[src/hdm_consts.svh]
// Constants for the two-channel host DMA mailbox
// Contract
// - Read strobe fall drops pin, keeps bit
// - Drive receive mailbox during ack read
// - Read strobe rise releases bus, clears bit
// - Buffer disable low during mailbox read
// - Bit set by write, cleared several ways
// - Pin high only when bit and enable
// - Transmit mailbox captures during write strobe; the code latches it only at the write strobe rise
// - Receive mailbox drives only when enabled
// - Bit 7 qualifies channel 1 bit write
// - Bit 6 qualifies channel 0 bit write
// - Bit 7 reads set until mailbox read
// - Bit 6 shows revision data present
// - Channel 0 mailbox powers up with revision
// - Channel 1 request bit at position 5
// - Channel 0 request bit at position 4
// - Bit 3 selects channel 1 pin function
// - Bit 2 selects channel 0 pin function
// - Bit 1 enables channel 1 request output
// - Bit 0 enables channel 0 request output
// - D0h and D1h mailbox addresses
// - Write strobe rise latches and clears bit
// - No uart select during enabled acknowledge
`ifndef HDM_CONSTS_SVH
`define HDM_CONSTS_SVH
`define HDM_ADDR_MBOX0 8'hd0
`define HDM_ADDR_MBOX1 8'hd1
`define HDM_ADDR_CTRL 8'hd2
`define HDM_BIT_WE1 7
`define HDM_BIT_WE0 6
`define HDM_BIT_REQ1 5
`define HDM_BIT_REQ0 4
`define HDM_BIT_MUX1 3
`define HDM_BIT_MUX0 2
`define HDM_BIT_EN1 1
`define HDM_BIT_EN0 0
`define HDM_LOW_MASK 4'h0
`define HDM_BYTE_ZERO 8'h00
`define HDM_REV_CODE 8'h5a
`define HDM_FIFO_DEPTH 8
`endif

[src/hdm_fifo.sv]
// Stream FIFO module lives in the mailbox top file with the rest of the logic

[src/hdm_pkg.sv]
// Types for the two-channel host DMA mailbox
package hdm_pkg;
    typedef struct packed {
        logic wr;
        logic rd;
        logic [7:0] addr;
        logic [7:0] wdata;
    } hdm_cpu_req_t;
    typedef struct packed {
        logic ack_n;
        logic rd_n;
        logic wr_n;
    } hdm_host_strb_t;
    typedef enum logic [2:0] {
        HDM_IDLE = 3'b001,
        HDM_RD = 3'b010,
        HDM_WR = 3'b100
    } hdm_cyc_t;
endpackage

[src/hdm_mailbox.sv]
// Two-channel host DMA mailbox top and its stream FIFO
`timescale 1ns/100ps
`include "hdm_consts.svh"
// Parameterised valid/ready FIFO
module hdm_fifo #(
    parameter int WIDTH = 8,
    parameter int DEPTH = 8
) (
    // Clock and reset
    input wire logic clk_sys,
    input wire logic rst_b,
    // Fill side
    input wire logic in_valid,
    output logic in_ready,
    input wire logic [WIDTH-1:0] in_data,
    // Drain side
    output logic out_valid,
    input wire logic out_ready,
    output logic [WIDTH-1:0] out_data
);
    localparam int AW = $clog2(DEPTH);
    logic [WIDTH-1:0] mem_r [DEPTH];
    logic [AW-1:0] wp_r;
    logic [AW-1:0] rp_r;
    logic [AW:0] cnt_r;
    logic push;
    logic pop;
    assign in_ready = (cnt_r != (AW+1)'(DEPTH));
    assign out_valid = (cnt_r != '0);
    assign out_data = mem_r[rp_r];
    assign push = in_valid && in_ready;
    assign pop = out_valid && out_ready;
    // Storage, no reset needed
    always_ff @(posedge clk_sys)
    begin
        if (push)
        begin
            mem_r[wp_r] <= in_data;
        end
    end
    // Pointers and fill count
    always_ff @(posedge clk_sys)
    begin
        if (!rst_b)
        begin
            wp_r <= '0;
            rp_r <= '0;
            cnt_r <= '0;
        end
        else
        begin
            if (push)
            begin
                wp_r <= (wp_r == AW'(DEPTH - 1)) ? '0 : wp_r + 1'b1;
            end
            if (pop)
            begin
                rp_r <= (rp_r == AW'(DEPTH - 1)) ? '0 : rp_r + 1'b1;
            end
            cnt_r <= cnt_r + (AW+1)'(push) - (AW+1)'(pop);
        end
    end
endmodule

module hdm_mailbox (
    // Clock and reset
    input wire logic clk_sys,
    input wire logic rst_b,
    // Local processor I/O port
    input wire hdm_pkg::hdm_cpu_req_t cpu_req,
    output logic [7:0] cpu_rdata,
    // Host strobes per channel
    input wire hdm_pkg::hdm_host_strb_t host_strb_ch0,
    input wire hdm_pkg::hdm_host_strb_t host_strb_ch1,
    input wire logic uart_access,
    // Host data bus
    input wire logic [7:0] host_data_bus_in,
    output logic [7:0] host_data_bus_out,
    output logic host_data_bus_oe,
    // Request pins, buffer disable, uart select and pin functions
    output logic dma_req_pin_ch0,
    output logic dma_req_pin_ch0_oe,
    output logic dma_req_pin_ch1,
    output logic dma_req_pin_ch1_oe,
    output logic data_buffer_disable_n,
    output logic uart_host_select_n,
    output logic [1:0] pin_func_alt,
    // Transmit byte stream to local logic
    output logic tx_stream_valid,
    input wire logic tx_stream_ready,
    output logic [7:0] tx_stream_data
);
    logic [1:0] req_r;
    logic [1:0] en_r;
    logic [1:0] mux_r;
    logic rev_avail_r;
    logic wr_rev_r;
    logic [7:0] tx_mbox_r [2];
    logic [7:0] rx_mbox_r [2];
    logic [1:0] ack_n;
    logic [1:0] rd_n;
    logic [1:0] wr_n;
    logic [1:0] rd_n_d_r;
    logic [1:0] wr_n_d_r;
    logic [1:0] rd_rise;
    logic [1:0] wr_rise;
    logic [1:0] rd_act;
    logic [1:0] wr_act;
    logic [1:0] strb_low;
    logic ctrl_wr;
    logic fifo_in_ready;
    logic fifo_push;
    logic [7:0] fifo_data;
    assign ack_n = {host_strb_ch1.ack_n, host_strb_ch0.ack_n};
    assign rd_n = {host_strb_ch1.rd_n, host_strb_ch0.rd_n};
    assign wr_n = {host_strb_ch1.wr_n, host_strb_ch0.wr_n};
    assign ctrl_wr = cpu_req.wr && (cpu_req.addr == `HDM_ADDR_CTRL);
    // Per-channel strobe decode and mailbox behaviour
    genvar ch;
    generate
        for (ch = 0; ch < 2; ch++)
        begin : g_ch
            logic sw_wr;
            logic we_bit;
            logic req_bit;
            logic [7:0] mb_addr;
            assign mb_addr = (ch == 0) ? `HDM_ADDR_MBOX0 : `HDM_ADDR_MBOX1;
            assign we_bit = cpu_req.wdata[ch == 0 ? `HDM_BIT_WE0 : `HDM_BIT_WE1];
            assign req_bit = cpu_req.wdata[ch == 0 ? `HDM_BIT_REQ0 : `HDM_BIT_REQ1];
            assign sw_wr = ctrl_wr && we_bit;
            assign rd_act[ch] = en_r[ch] && !ack_n[ch] && !rd_n[ch];
            assign wr_act[ch] = en_r[ch] && !ack_n[ch] && !wr_n[ch];
            assign rd_rise[ch] = !ack_n[ch] && rd_n[ch] && !rd_n_d_r[ch];
            assign wr_rise[ch] = !ack_n[ch] && wr_n[ch] && !wr_n_d_r[ch];
            assign strb_low[ch] = !ack_n[ch] && (!rd_n[ch] || !wr_n[ch]);
            always_ff @(posedge clk_sys)
            begin
                if (!rst_b)
                begin
                    req_r[ch] <= 1'b0;
                end
                else if (sw_wr)
                begin
                    req_r[ch] <= req_bit;
                end
                else if (rd_rise[ch] || wr_rise[ch])
                begin
                    req_r[ch] <= 1'b0;
                end
            end
            always_ff @(posedge clk_sys)
            begin
                if (!rst_b)
                begin
                    rx_mbox_r[ch] <= `HDM_BYTE_ZERO;
                end
                else if (cpu_req.wr && cpu_req.addr == mb_addr)
                begin
                    rx_mbox_r[ch] <= cpu_req.wdata;
                end
            end
            always_ff @(posedge clk_sys)
            begin
                if (!rst_b)
                begin
                    rd_n_d_r[ch] <= 1'b1;
                    wr_n_d_r[ch] <= 1'b1;
                end
                else
                begin
                    rd_n_d_r[ch] <= rd_n[ch];
                    wr_n_d_r[ch] <= wr_n[ch];
                end
            end
        end
    endgenerate
    // Control register: enables and pin selects
    always_ff @(posedge clk_sys)
    begin
        if (!rst_b)
        begin
            en_r <= 2'b00;
            mux_r <= 2'b00;
        end
        else if (ctrl_wr && !cpu_req.wdata[`HDM_BIT_WE1] && !cpu_req.wdata[`HDM_BIT_WE0])
        begin
            en_r <= {cpu_req.wdata[`HDM_BIT_EN1], cpu_req.wdata[`HDM_BIT_EN0]};
            mux_r <= {cpu_req.wdata[`HDM_BIT_MUX1], cpu_req.wdata[`HDM_BIT_MUX0]};
        end
    end
    // Revision flags cleared by first read of their mailbox: bit 6 by D0h, bit 7 by D1h
    always_ff @(posedge clk_sys)
    begin
        if (!rst_b)
        begin
            rev_avail_r <= 1'b1;
            wr_rev_r <= 1'b1;
        end
        else
        begin
            if (cpu_req.rd && cpu_req.addr == `HDM_ADDR_MBOX0)
            begin
                rev_avail_r <= 1'b0;
            end
            if (cpu_req.rd && cpu_req.addr == `HDM_ADDR_MBOX1)
            begin
                wr_rev_r <= 1'b0;
            end
        end
    end
    // Transmit mailboxes latch at write strobe rise
    always_ff @(posedge clk_sys)
    begin
        if (!rst_b)
        begin
            tx_mbox_r[0] <= `HDM_REV_CODE;
            tx_mbox_r[1] <= `HDM_BYTE_ZERO;
        end
        else
        begin
            if (wr_rise[0] && en_r[0] && !wr_n_d_r[0])
            begin
                tx_mbox_r[0] <= host_data_bus_in;
            end
            else if (cpu_req.rd && cpu_req.addr == `HDM_ADDR_MBOX0 && rev_avail_r)
            begin
                tx_mbox_r[0] <= `HDM_BYTE_ZERO;
            end
            if (wr_rise[1] && en_r[1])
            begin
                tx_mbox_r[1] <= host_data_bus_in;
            end
        end
    end
    // Completed host writes also feed the stream FIFO
    // Full buffer drops the byte
    assign fifo_push = ((wr_rise[0] && en_r[0]) || (wr_rise[1] && en_r[1])) && fifo_in_ready;
    assign fifo_data = host_data_bus_in;
    hdm_fifo #(
        .WIDTH(8),
        .DEPTH(`HDM_FIFO_DEPTH)
    ) u_fifo (
        .clk_sys(clk_sys),
        .rst_b(rst_b),
        .in_valid(fifo_push),
        .in_ready(fifo_in_ready),
        .in_data(fifo_data),
        .out_valid(tx_stream_valid),
        .out_ready(tx_stream_ready),
        .out_data(tx_stream_data)
    );
    // Processor read data
    always_ff @(posedge clk_sys)
    begin
        if (!rst_b)
        begin
            cpu_rdata <= `HDM_BYTE_ZERO;
        end
        else if (cpu_req.rd)
        begin
            unique case (cpu_req.addr)
                `HDM_ADDR_MBOX0: cpu_rdata <= tx_mbox_r[0];
                `HDM_ADDR_MBOX1: cpu_rdata <= tx_mbox_r[1];
                `HDM_ADDR_CTRL: cpu_rdata <= {wr_rev_r, rev_avail_r, req_r, mux_r, en_r};
                default: cpu_rdata <= `HDM_BYTE_ZERO;
            endcase
        end
    end
    // Host pins, all registered
    always_ff @(posedge clk_sys)
    begin
        if (!rst_b)
        begin
            host_data_bus_out <= `HDM_BYTE_ZERO;
            host_data_bus_oe <= 1'b0;
            dma_req_pin_ch0 <= 1'b0;
            dma_req_pin_ch1 <= 1'b0;
            dma_req_pin_ch0_oe <= 1'b0;
            dma_req_pin_ch1_oe <= 1'b0;
            data_buffer_disable_n <= 1'b1;
            uart_host_select_n <= 1'b1;
            pin_func_alt <= 2'b00;
        end
        else
        begin
            host_data_bus_out <= rd_act[1] ? rx_mbox_r[1] : rx_mbox_r[0];
            host_data_bus_oe <= |rd_act;
            dma_req_pin_ch0 <= req_r[0] && en_r[0] && ack_n[0] && !strb_low[0];
            dma_req_pin_ch1 <= req_r[1] && en_r[1] && ack_n[1] && !strb_low[1];
            dma_req_pin_ch0_oe <= en_r[0] && !mux_r[0];
            dma_req_pin_ch1_oe <= en_r[1] && !mux_r[1];
            data_buffer_disable_n <= ~|rd_act;
            uart_host_select_n <= !(uart_access && !(|(en_r & ~ack_n)));
            pin_func_alt <= mux_r;
        end
    end
endmodule

[config.mk]
export PLATFORM = sky130hd
export DESIGN_NAME = hdm_mailbox
export DESIGN_NICKNAME = d
export VERILOG_FILES = /design/src/hdm_fifo.sv /design/src/hdm_pkg.sv /design/src/hdm_mailbox.sv
export VERILOG_INCLUDE_DIRS = /design/src
export SDC_FILE = /design/constraint.sdc
export NUM_CORES = 1
export LEC_CHECK = 0
export BUFFER_PORTS_ARGS = -buffer_cell sky130_fd_sc_hd__buf_4
export CORE_MARGIN = 1.5
export CORE_UTILIZATION = 59
export CTS_BUF_LIST = sky130_fd_sc_hd__clkbuf_4
export CTS_CLUSTER_DIAMETER = 120
export DETAILED_ROUTE_END_ITERATION = 8
export HOLD_SLACK_MARGIN = 0.02
export PLACE_DENSITY_LB_ADDON = 0.25
export SKIP_CTS_REPAIR_TIMING = 1
export SLEW_MARGIN = 5
export SYNTH_ARGS = -nofsm -noshare
export SYNTH_HDL_FRONTEND = slang
export SYNTH_SLANG_ARGS = --single-unit
[constraint.sdc]
create_clock -name clk_sys -period 6.1 [get_ports clk_sys]
set_clock_uncertainty 0.2 [all_clocks]
set_input_delay 0.915 -clock clk_sys [delete_from_list [all_inputs] [get_ports clk_sys]]
set_output_delay 0.915 -clock clk_sys [all_outputs]
set_load 0.05 [all_outputs]
======== Word-level counts from Yosys, hierarchy flattened ========
Memories as Yosys holds them, arrays and structs flattened. A register that Yosys moved wholly into a read port is not among the register bits.
Index checks and enable logic that the tools add are counted.
cells by class
  reduce and logical (&&, ||, !) cells .... 68
  bitwise logic cells ..................... 7
  add/subtract/negate cells ............... 4
  equal/unequal tests ..................... 6
  multiplexer cells ....................... 34
operator list
  operator                                                       number
  8-bit 2-to-1 mux                                               6
  1-bit logical AND                                              39
  8-bit equality test, second input constant                     3
  8-bit case mux with 3 select lines                             1
  1-bit 2-to-1 mux                                               23
  1-bit logical NOT                                              19
  3-bit 2-to-1 mux                                               4
  3-bit by 1-bit adder with 3-bit output, second input constant  2
  3-bit equality test, second input constant                     2
  1-bit logical OR                                               5
  1-bit OR                                                       5
  4-bit by 1-bit adder with 4-bit output                         1
  4-bit != test, second input constant                           1
  2-bit nonzero test                                             2
  4-bit nonzero test                                             1
  2-bit OR reduction                                             2
  4-bit by 1-bit subtractor with 4-bit output                    1
  2-bit AND                                                      1
  2-bit inverter                                                 1
word-level totals
  bits in writable memories ............... 96
  output and inout port bits .............. 34
  memories ................................ 3
  word-level logic and storage cells ...... 145
  bits of input ports ..................... 36
  register bits after elaboration ......... 47
memories
  name          words  bits a word  rd ports  clocked after memory_dff  write ports  RTL line           RTL
  u_fifo.mem_r  8      8            1         1                         1            hdm_mailbox.sv:22  logic [WIDTH-1:0] mem_r [DEPTH];
  rx_mbox_r     2      8            2         0                         2            hdm_mailbox.sv:99  logic [7:0] rx_mbox_r [2];
  tx_mbox_r     2      8            2         0                         2            hdm_mailbox.sv:98  logic [7:0] tx_mbox_r [2];

======== Depth between registers and ports, before layout ========
Gate-level depths: netlist of the first run.
  word-level depth ........................ 10
  gate-level depth with buffers ........... 11

======== Hierarchy ========
From an unflattened synthesis of the first run, not the netlist that was laid out.
second synthesis, totals
  cells, all modules ...................... 402
  area total of the unflattened synthesis .. 6043.3 um2
modules (own cells, without submodules)
  module       seq. area each (um2)  area an instance (um2)  times used  cells each
  hdm_fifo     2182.1                3170.5                  1           170
  hdm_mailbox  1701.6                2872.8                  1           232

======== Worst setup path after synthesis of the first run ========
OpenSTA, ideal clock, no wires.
  path type ............................... input to register
  start ................................... input port cpu_req[11] (netlist name)
  end ..................................... memory rx_mbox_r[0][0], enable pin
  setup time .............................. 387 ps
  path slack .............................. 3013 ps
  arrival time ............................ 2500 ps
  stages .................................. 4
  cells stage by stage .................... or4b_1 > buf_4 > buf_2 > o31ai_1
RTL lines
  item             RTL line           RTL
  start, declared  hdm_mailbox.sv:70  input wire hdm_pkg::hdm_cpu_req_t cpu_req,
  end, declared    hdm_mailbox.sv:99

==> results of run 1 <==
worst paths after layout:
check	startpoint	to	slack (ns)	cells past startpoint
worst min-delay path	mux_r[0]	dma_req_pin_ch0_oe	0.26	1
worst max register to register	en_r[1]	u_fifo.mem_r[4][1]	3.16	4
worst max-delay path	flop	tx_stream_data[5]	2.29	3
worst min register to register	mux_r[0]	dma_req_pin_ch0_oe	0.26	1
state kept, by name (all words and copies together) (netlist names), 2 cells and up, named ones only:
register and count:
en_r 2, req_r 2, rd_n_d_r 2, u_fifo.wp_r 3, mux_r 2, u_fifo.rp_r 3
pin_func_alt 2, u_fifo.mem_r 64, wr_n_d_r 2, tx_mbox_r 16, rx_mbox_r 16, cpu_rdata 8
host_data_bus_out 8, u_fifo.cnt_r 4
synthesized netlist by cell type (all sizes together) (5+ instances only):
cell type | count | area (um^2)
nor2 | 21 | 78.83
mux2 | 8 | 90.09
buf | 9 | 48.79
nand2 | 24 | 90.09
nor3b | 6 | 45.04
mux2i | 24 | 240.2
clkbuf | 11 | 41.29
a21oi | 6 | 30.03
ha | 10 | 125.1
dfxtp | 50 | 1001
o31ai | 6 | 45.04
o2bb2ai | 8 | 70.07
a22o | 8 | 70.07
a21boi | 8 | 82.57
mux4 | 16 | 360.4
nand2b | 11 | 68.82
and2 | 17 | 106.4
o21a | 5 | 37.54
edfxtp | 96 | 2883
inv | 12 | 45.04
area by class of cell:
class	instances	area share
well taps	133	0.02406
repair buffers	71	0.07705
clock inverters	12	0.02749
flip-flops and latches	146	0.5614
clock buffers	20	0.02170
multi-input cells	224	0.2812
inverters	13	0.007054
power groups by stage:
stage / combinational, uW / sequential, uW / clock (uW)
final: 374 / 1130 / 704
after global routing: 405 / 1130 / 755
after CTS: 378 / 1130 / 718
after detailed placement: 376 / 1150 / 0
after global placement: 365 / 1150 / 0
after floorplan: 287 / 1130 / 0
worst register-to-register path: cells and delay by family, from the launching register on:
kind,cells,cell delay (ns)
buffers and inverters,1,0.28
AOI/OAI and AO/OA,1,0.73
and+or+nand+nor,2,0.97
DFF,1,0.48
metal layers:
metal / vias up / wire length [um] / track usage
li1: 1668 / - / -
met1: 1801 / 5010 / 0.2967
met2: 113 / 5881 / 0.3786
met3: 26 / 608 / 0.05664
met4: 0 / 219 / 0.09127
met5: - / 0 / 0
cells by family after synthesis:
| kind of cell | Yosys count | synth area share |
|---|---|---|
| fa+ha+maj | 11 | 0.02432 |
| simple gates | 113 | 0.1132 |
| flops | 146 | 0.6507 |
| compound gates | 51 | 0.07128 |
| xor+xnor | 1 | 0.001468 |
| buf+inv | 33 | 0.02327 |
| mux | 48 | 0.1157 |
per-stage QoR:
stage          hold slack (ns)  power, uW  std cells  setup WS, ns    util
2_1_floorplan           0.2131       1415        403         3.013       -
3_3_place_gp            0.2460       1514        587         2.639  0.6729
3_5_place_dp            0.2468       1525        587         2.593  0.6729
4_1_cts                 0.2633       2223        619         2.205  0.7078
5_1_grt                 0.2872       2294        619         2.069  0.7078
6_report                0.2632       2204        619         2.292  0.7078
==> summary.md, run 1 <==
| Metric | Value |
|---|---|
| Outcome | complete, no violations |
| Psw | around 580 uW |
| Unrepaired setup endpoints after global routing | false |
| Count of final setup violators | 0 |
| Area delta synth->final | 15.91% |
| Synthesis-stage register bit count | 146 |
| Final instance area | 6918 um^2 |
| Worst-Margin Slew | 1.153 ns |
| CP max-delay cell | dfxtp_1 |
| Total track usage | 0.2302 |
| Fmax | 262.6 MHz |
| First-pass GRT wire length | 18640 um |
| Final period utilization | 0.6243 |
| Final nets | 520 |
| Mapped Area | 5968 um^2 |
| Share of cells above drive strength 1 | 0.2737 |
| Largest net degree at the start of global routing | 36 |
| TritonRoute pass-1 iters | 5 |
| Net count after synthesis | 450 |
| Initial antenna violation count | 0 |
| Switching share of power | 0.2621 |
| I/O Buffers | 69 |
| Cts bufs inserted | 17 |
| Data arrival, critical path | 2.69 ns |
| Rows | 36 |
| CTS Root Cell | clkbuf_4 |
| Type of the worst min-delay path | reg -> reg |
| Final setup TNS | 0 ns |
| Seq/Total Area, Yosys | 0.6507 |
| DR DRC count | 0 |
| Mean Syn Cell Area | between 10 and 15 um^2 |
| Hpwl dp | between 7000 and 8000 um |
| Maximum clock insertion buffer count | 2 |
| Family with the most delay on the worst path | flip-flops |
| Die Width | approximately 100 um |
| Clock Latency Late Sink | 0.52 ns |
| Boundary Pins | 70 |
| Synth Flop Type | edfxtp_1 |
| Max incr delay on CP | 1.05 ns |
| Clock share of power | 0.319 |
| Drt wl/cell | ~19 um |
| DR vias | 3608 |
| H-tree Lvls | 4 |
| Fin crit period | 3.808 ns |
| Filler cell count | approximately 660 |
| Max IR drop VDD | 0.0002174 V |
| CTS sink count | about 150 |
| Ys Warns | 0 |
| Max-Cap Viols | 0 |
| Leak Pwr | 0.002495 uW |
| CP Max Fanout | 16 |
| Kind of critical path | reg -> out |
| Sequential power share | 0.511 |
| Total wire length | 11720 um |
| Multi-input logic area | 1946 um^2 |
| Startpoint types | flop |
| Int Power | approximately 1600 uW |
| Overflow after GRT | 0 |
| Number of enable flip-flop cells after synthesis | 96 |
| Die ar. | 10730 um^2 |
| Core area | 9774 um^2 |
| CTS tree | done |
| Power Dens Cells | 318.6 nW/um^2 |
| Slew margin rel. | 0.2250 |
| GPL Wtd Cong | 0.8337 |
| Post-synth ARST share | 0 |
| Initial drt markers | around 250 |
| Vias in the first global route | approximately 3600 |
| Share of total power in combinational logic | 0.170 |
| Most common cell after layout, fill and taps aside | edfxtp_1 |
| Cell-by-cell trace of the critical path | mux4_2, mux2_2, buf_4 |
| Sequential Area | 3884 um^2 |
| Worst-path clk slew | around 0.11 ns |
| Die height | 103.6 um |
| Netlist cell types | 52 |
| Placed cell area | 6578 um^2 |
| Initial Util | 0.6106 |
| Worst path bufs/invs | 1 |
| Max-slew violations | 0 |
| Critical path data required time | between 4 and 5 ns |
| Routed Antenna Nets | 0 |
| Diode count | 0 |
| Commonest non-fill, non-tap cells in the layout | edfxtp_1, buf_4, dfxtp_1, nand2_1, mux2i_1 |
| Via density | 5.829 |
| Fin. Hold Viols | 0 |
| Post-synthesis cell count | about 400 |
| Crit end category | output pin |
(Power assumes the default switching activity.)
==> run 2: changes to the inputs <==
Settings changed: ABC_AREA set to 1.
Clock period 6.1 ns to 3.87 ns, I/O delays scaled along.
==> summary.md, run 2 <==
| Metric | Value |
|---|---|
| Outcome | complete, no violations |
| GPL Wtd Cong | 0.8036 (-3.6%) |
| Max IR drop VDD | 0.0004540 V (+110%) |
| CP Max Fanout | 32 (+16) |
| Worst Hold Depth | 3 (+2) |
| Data arrival, critical path | 2.33 ns (-0.36 ns) |
| Kind of critical path | reg -> out |
| Drt wl/cell | 15.13 um (-20%) |
| CTS sink count | 146 (unchanged) |
| Reg2Reg Depth | 11 (+7) |
| Cts bufs inserted | 17 (unchanged) |
| Largest regs | u_fifo.mem_r x64, rx_mbox_r x16, tx_mbox_r x16 |
| CTS Root Cell | clkbuf_4 |
| Area leader, netlist | edfxtp_1 |
| Number of enable flip-flop cells after synthesis | 96 (unchanged) |
| Synth Flop Type | edfxtp_1 |
| Commonest non-fill, non-tap cells in the layout | edfxtp_1, nand2_1, buf_4, nor2_1, nand3_1 |
| Final setup TNS | 0 ns (unchanged) |
| Die Width | 103.4 um (-0.19%) |
| Hold_sp | host_strb_ch1[0] |
| Seq/Total Area, Yosys | 0.6533 (+0.002602) |
| Ys Warns | 0 (unchanged) |
| I/O Buffers | 69 (unchanged) |
| Most instantiated cells after synthesis | edfxtp_1, nand2_1, nor2_1 |
| CTS tree | done |
| Max-Cap Viols | 0 (unchanged) |
| Type of the worst min-delay path | in -> reg |
| Diode count | 0 (unchanged) |
| Post-synth ARST share | 0 (unchanged) |
| Rows | 36 (unchanged) |
| Power Total | 3423 uW (+55%) |
| DR vias | 4242 (+18%) |
| Maximum clock insertion buffer count | 2 (unchanged) |
| First-pass GRT wire length | 18810 um (+0.89%) |
| Worst-Margin Slew | 0.9523 ns (-0.2003 ns) |
| Die height | 103.4 um (-0.19%) |
| Initial drt markers | 259 (+3.2%) |
| Worst-path clk slew | 0.11 ns (about the same) |
| Hpwl dp | 8247 um (+4.6%) |
| Fin crit period | 3.107 ns |
| R2R Setup Slk | 1.17 ns (-1.99 ns) |
| Setup ws final | 0.7635 ns (-1.528 ns) |
| Pre-CTS setup slack | 0.9185 ns (-1.674 ns) |
| DR DRC count | 0 (unchanged) |
| Most common cell after layout, fill and taps aside | edfxtp_1 |
| Biggest register | u_fifo.mem_r |
| Final nets | 679 (+31%) |
| H-tree Lvls | 4 (unchanged) |
| Crit end category | output pin |
| Most common cell in the synthesized netlist | edfxtp_1 |
| Routed Antenna Nets | 0 (unchanged) |
| Reg2reg start | en_r[1] |
| Mapped Area | 5944 um^2 (-0.40%) |
| Initial Util | 0.6082 (-0.002432) |
| Synthesis-stage register bit count | 146 (unchanged) |
| Core area | 9774 um^2 (unchanged) |
| Worst Hold Path EP | wr_n_d_r[1] |
| Final period utilization | 0.8027 |
| Fin. Hold Viols | 0 (unchanged) |
| Overflow after GRT | 0 (unchanged) |
| Clock Latency Late Sink | 0.53 ns (about the same) |
| Slew margin rel. | 0.3643 (+0.1392) |
| Max-slew violations | 0 (unchanged) |
| Netlist cell types | 35 (-33%) |
| Area share of the largest cell type after synthesis | 0.4850 (+0.001932) |
| Vias in the first global route | 4037 (+12%) |
| Largest net degree at the start of global routing | 34 (-5.6%) |
| Reg-to-Reg End | u_fifo.cnt_r[2] |
| Boundary Pins | 70 (unchanged) |
| Area contributors post-synth | edfxtp_1, dfxtp_1, nand2_1 |
| Unrepaired setup endpoints after global routing | false |
| Area delta synth->final | 16.00% (about the same) |
| Total track usage | 0.2373 (+0.007102) |
| Final instance area | 6895 um^2 (-0.33%) |
| Power Dens Cells | 496.4 nW/um^2 (+56%) |
| Share of cells above drive strength 1 | 0.2031 (-0.07056) |
| Via density | 5.452 (-6.5%) |
| Die ar. | 10690 um^2 (-0.39%) |
| Initial antenna violation count | 0 (unchanged) |
| Total wire length | 11770 um (+0.44%) |
| Critical path data required time | 3.09 ns (-1.89 ns) |
| Mean Syn Cell Area | 10.79 um^2 (-27%) |
| Fmax | 321.9 MHz |
| Leak Pwr | 0.002738 uW (+9.7%) |
| Placed cell area | 6623 um^2 (+0.68%) |
| TritonRoute pass-1 iters | 5 (unchanged) |
| Count of final setup violators | 0 (unchanged) |
| Startpoint types | flop |
| Max reg flops | 64 (unchanged) |
| Post-synthesis cell count | 551 (+37%) |
| Net count after synthesis | 598 (+33%) |
run 2: worst max path at each step:
stage | endpoint | start | depth (start not counted)
floorplan | u_fifo.cnt_r[2] | u_fifo.cnt_r[2] | 12
global placement | u_fifo.cnt_r[2] | host_strb_ch1[2] | 11
detailed placement | u_fifo.cnt_r[2] | host_strb_ch1[2] | 11
CTS | tx_stream_data[1] | flop | 5
global route | tx_stream_data[4] | flop | 5
finish | tx_stream_data[0] | flop | 5
run 2: per-layer routing:
metal	track usage	up-vias	share of wire
li1	-	2056	-
met1	0.3180	2042	0.43
met2	0.3766	125	0.50
met3	0.06317	19	0.056
met4	0.08628	0	0.016
met5	0	-	0
run 2: area by class of cell:
class                           count  area (um^2)
Sequential cell                   146         3884
Fill cell                         725         2879
Multi-Input combinational cell    330         1758
Timing Repair Buffer               84        635.6
Inverter                           53        198.9
Tap cell                          133        166.4
Clock buffer                       18        135.1
Clock inverter                     14        117.6
run 2: cells by family after synthesis:
logic type | share of synthesized area
AO/OA/AOI/OAI | 0.07093
XOR/XNOR | 0.001474
adder cells (fa/ha/maj) | 0.02442
buffers and inverters | 0.05094
flip-flops | 0.6533
multiplexers | 0.02694
AND/OR/NAND/NOR | 0.1720
run 2: through the flow:
stage,utilization,cells,hold WS (ns)
floorplan,-,551,0.2341
global placement,0.6775,744,0.2537
detailed placement,0.6775,744,0.2624
CTS,0.7034,776,-0.002300
global route,0.7055,778,0.04158
finish,0.7055,778,0.07601
run 2: critical path: stages (launching register included):
cell and delay (ns):
dfxtp_1 0.96, o21ai_0 0.27, o22ai_1 0.23, nand2_1 0.08, nand2_1 0.08, buf_4 0.19
run 2: power by group:
group          internal [uW]  leakage (uW)  switching, uW
sequential              1710       0.00129           65.0
clock                    320      0.000127            532
combinational            268       0.00132            524
total                   2300       0.00274           1120
==> run 3: changes to the inputs <==
Settings changed: CORE_UTILIZATION 59 to 54.
Clock period 3.87 ns to 2.8 ns, I/O delays scaled along.
==> summary.md, run 3 (same netlist as run 2, synthesis figures left out) <==
| Metric | Value |
|---|---|
| Slew margin rel. | 0.7368 (+0.3726) |
| Leak Pwr | 0.002915 uW (+6.5%) |
| GPL Wtd Cong | 0.8518 (+6.0%) |
| Core area | 10790 um^2 (+10%) |
| Fin crit period | 2.585 ns |
| Area delta synth->final | 22.46% |
| Power Dens Cells | 697.3 nW/um^2 (+40%) |
| Most common cell after layout, fill and taps aside | edfxtp_1 |
| Via density | 5.320 (-2.4%) |
| Critical path data required time | 2.18 ns (-0.91 ns) |
| Final setup TNS | 0 ns (unchanged) |
| Max-Cap Viols | 0 (unchanged) |
| Share of cells above drive strength 1 | 0.2056 (+0.002521) |
| Final period utilization | 0.9233 |
| DR DRC count | 0 (unchanged) |
| Power Total | 5076 uW (+48%) |
| Fin. Hold Viols | 0 (unchanged) |
| Hpwl dp | 8618 um (+4.5%) |
| Diode count | 0 (unchanged) |
| CTS Root Cell | clkbuf_4 |
| Reg2reg start | u_fifo.cnt_r[2] |
| Startpoint types | flop |
| Outcome | complete, no violations |
| Initial drt markers | 211 (-19%) |
| Worst-Margin Slew | 0.3937 ns (-0.5586 ns) |
| DR vias | 4341 (+2.3%) |
| Data arrival, critical path | 1.97 ns (-0.36 ns) |
| Biggest register | u_fifo.mem_r |
| Boundary Pins | 70 (unchanged) |
| CTS sink count | 146 (unchanged) |
| Worst Hold Path EP | u_fifo.rp_r[1] |
| Overflow after GRT | 0 (unchanged) |
| Reg-to-Reg End | u_fifo.cnt_r[2] |
| Largest regs | u_fifo.mem_r x64, rx_mbox_r x16, tx_mbox_r x16 |
| Initial antenna violation count | 0 (unchanged) |
| Initial Util | 0.5508 (-0.05739) |
| H-tree Lvls | 4 (unchanged) |
| Total wire length | 12760 um (+8.4%) |
| Rows | 38 (+5.6%) |
| Routed Antenna Nets | 0 (unchanged) |
| Fmax | a little under 400 MHz |
| Vias in the first global route | 4161 (+3.1%) |
| First-pass GRT wire length | 19750 um (+5.0%) |
| TritonRoute pass-1 iters | 5 (unchanged) |
| Hold_sp | tx_stream_ready |
| I/O Buffers | 69 (unchanged) |
| CTS tree | done |
| Type of the worst min-delay path | in -> reg |
| Unrepaired setup endpoints after global routing | false |
| Count of final setup violators | 0 (unchanged) |
| Cts bufs inserted | 17 (unchanged) |
| Drt wl/cell | 15.64 um (+3.4%) |
| Commonest non-fill, non-tap cells in the layout | edfxtp_1, buf_4, nand2_1, nor2_1, nand3_1 |
| Die Width | 107.9 um (+4.4%) |
| Maximum clock insertion buffer count | 2 (unchanged) |
| Crit end category | output pin |
| Total track usage | 0.2253 (-0.01194) |
| Max reg flops | 64 (unchanged) |
| R2R Setup Slk | 0.46 ns (-0.71 ns) |
| Max-slew violations | 0 (unchanged) |
| Die height | 107.9 um (+4.4%) |
| Kind of critical path | reg -> out |
| Largest net degree at the start of global routing | 34 (unchanged) |
| Max IR drop VDD | 0.0004912 V (+8.2%) |
| Final nets | 710 (+4.6%) |
| Worst-path clk slew | 0.10 ns (about the same) |
| Worst Hold Depth | 4 (+1) |
| Clock Latency Late Sink | 0.52 ns (about the same) |
| CP Max Fanout | 21 (-34%) |
| Reg2Reg Depth | 12 (+1) |
| Die ar. | 11650 um^2 (+9.0%) |
-- run 3: worst max-delay path by stage --
stage | end | cells after the start
floorplan | u_fifo.cnt_r[2] | 12
detailed placement | u_fifo.cnt_r[2] | 12
global placement | u_fifo.cnt_r[2] | 12
finish | tx_stream_data[0] | 6
CTS | tx_stream_data[6] | 6
global route | tx_stream_data[0] | 6
-- run 3: worst max-delay path, stage by stage, from the launching register on --
cell and delay [ns]:
dfxtp_2 0.45, buf_6 0.26, mux2i_1 0.28, o22ai_1 0.11, nand2_1 0.08, nand2_1 0.07
buf_4 0.19
-- run 3: per-stage QoR --
step           hold WS, ns  utilization  cells  setup WS, ns  instance area [um^2]
2_1_floorplan       0.2341            -    551        0.1303                  5944
3_3_place_gp        0.2474       0.6179    756        0.5443                  6669
3_5_place_dp        0.2508       0.6179    756        0.4722                  6669
4_1_cts            -0.1593       0.6479    788       0.06416                  6993
5_1_grt            0.04786       0.6745    816        0.1107                  7279
6_report           0.03153       0.6745    816        0.2147                  7279
-- run 3: final cells by class --
type | count | area, um^2
fill | 807 | 3513
sequential | 146 | 3885
clock inverter | 10 | 158.9
inverter | 53 | 202.7
clock buffer | 22 | 165.2
multi-input combinational | 330 | 1758
tap | 140 | 175.2
timing repair buffer | 115 | 934.6
-- run 3: layer usage --
metal  vias up  share of wire  global-route usage
met4         0          0.019              0.1109
met3        23          0.051             0.04964
met5         -              0                   0
met1      2054           0.42              0.2758
met2       141           0.51              0.3790
li1       2123              -                   -
-- run 3: report_power, final --
group	total [uW]	internal (uW)	switching, uW
Clock	1470	756	716
Combinational	1170	409	763
Sequential	2430	2370	60.2
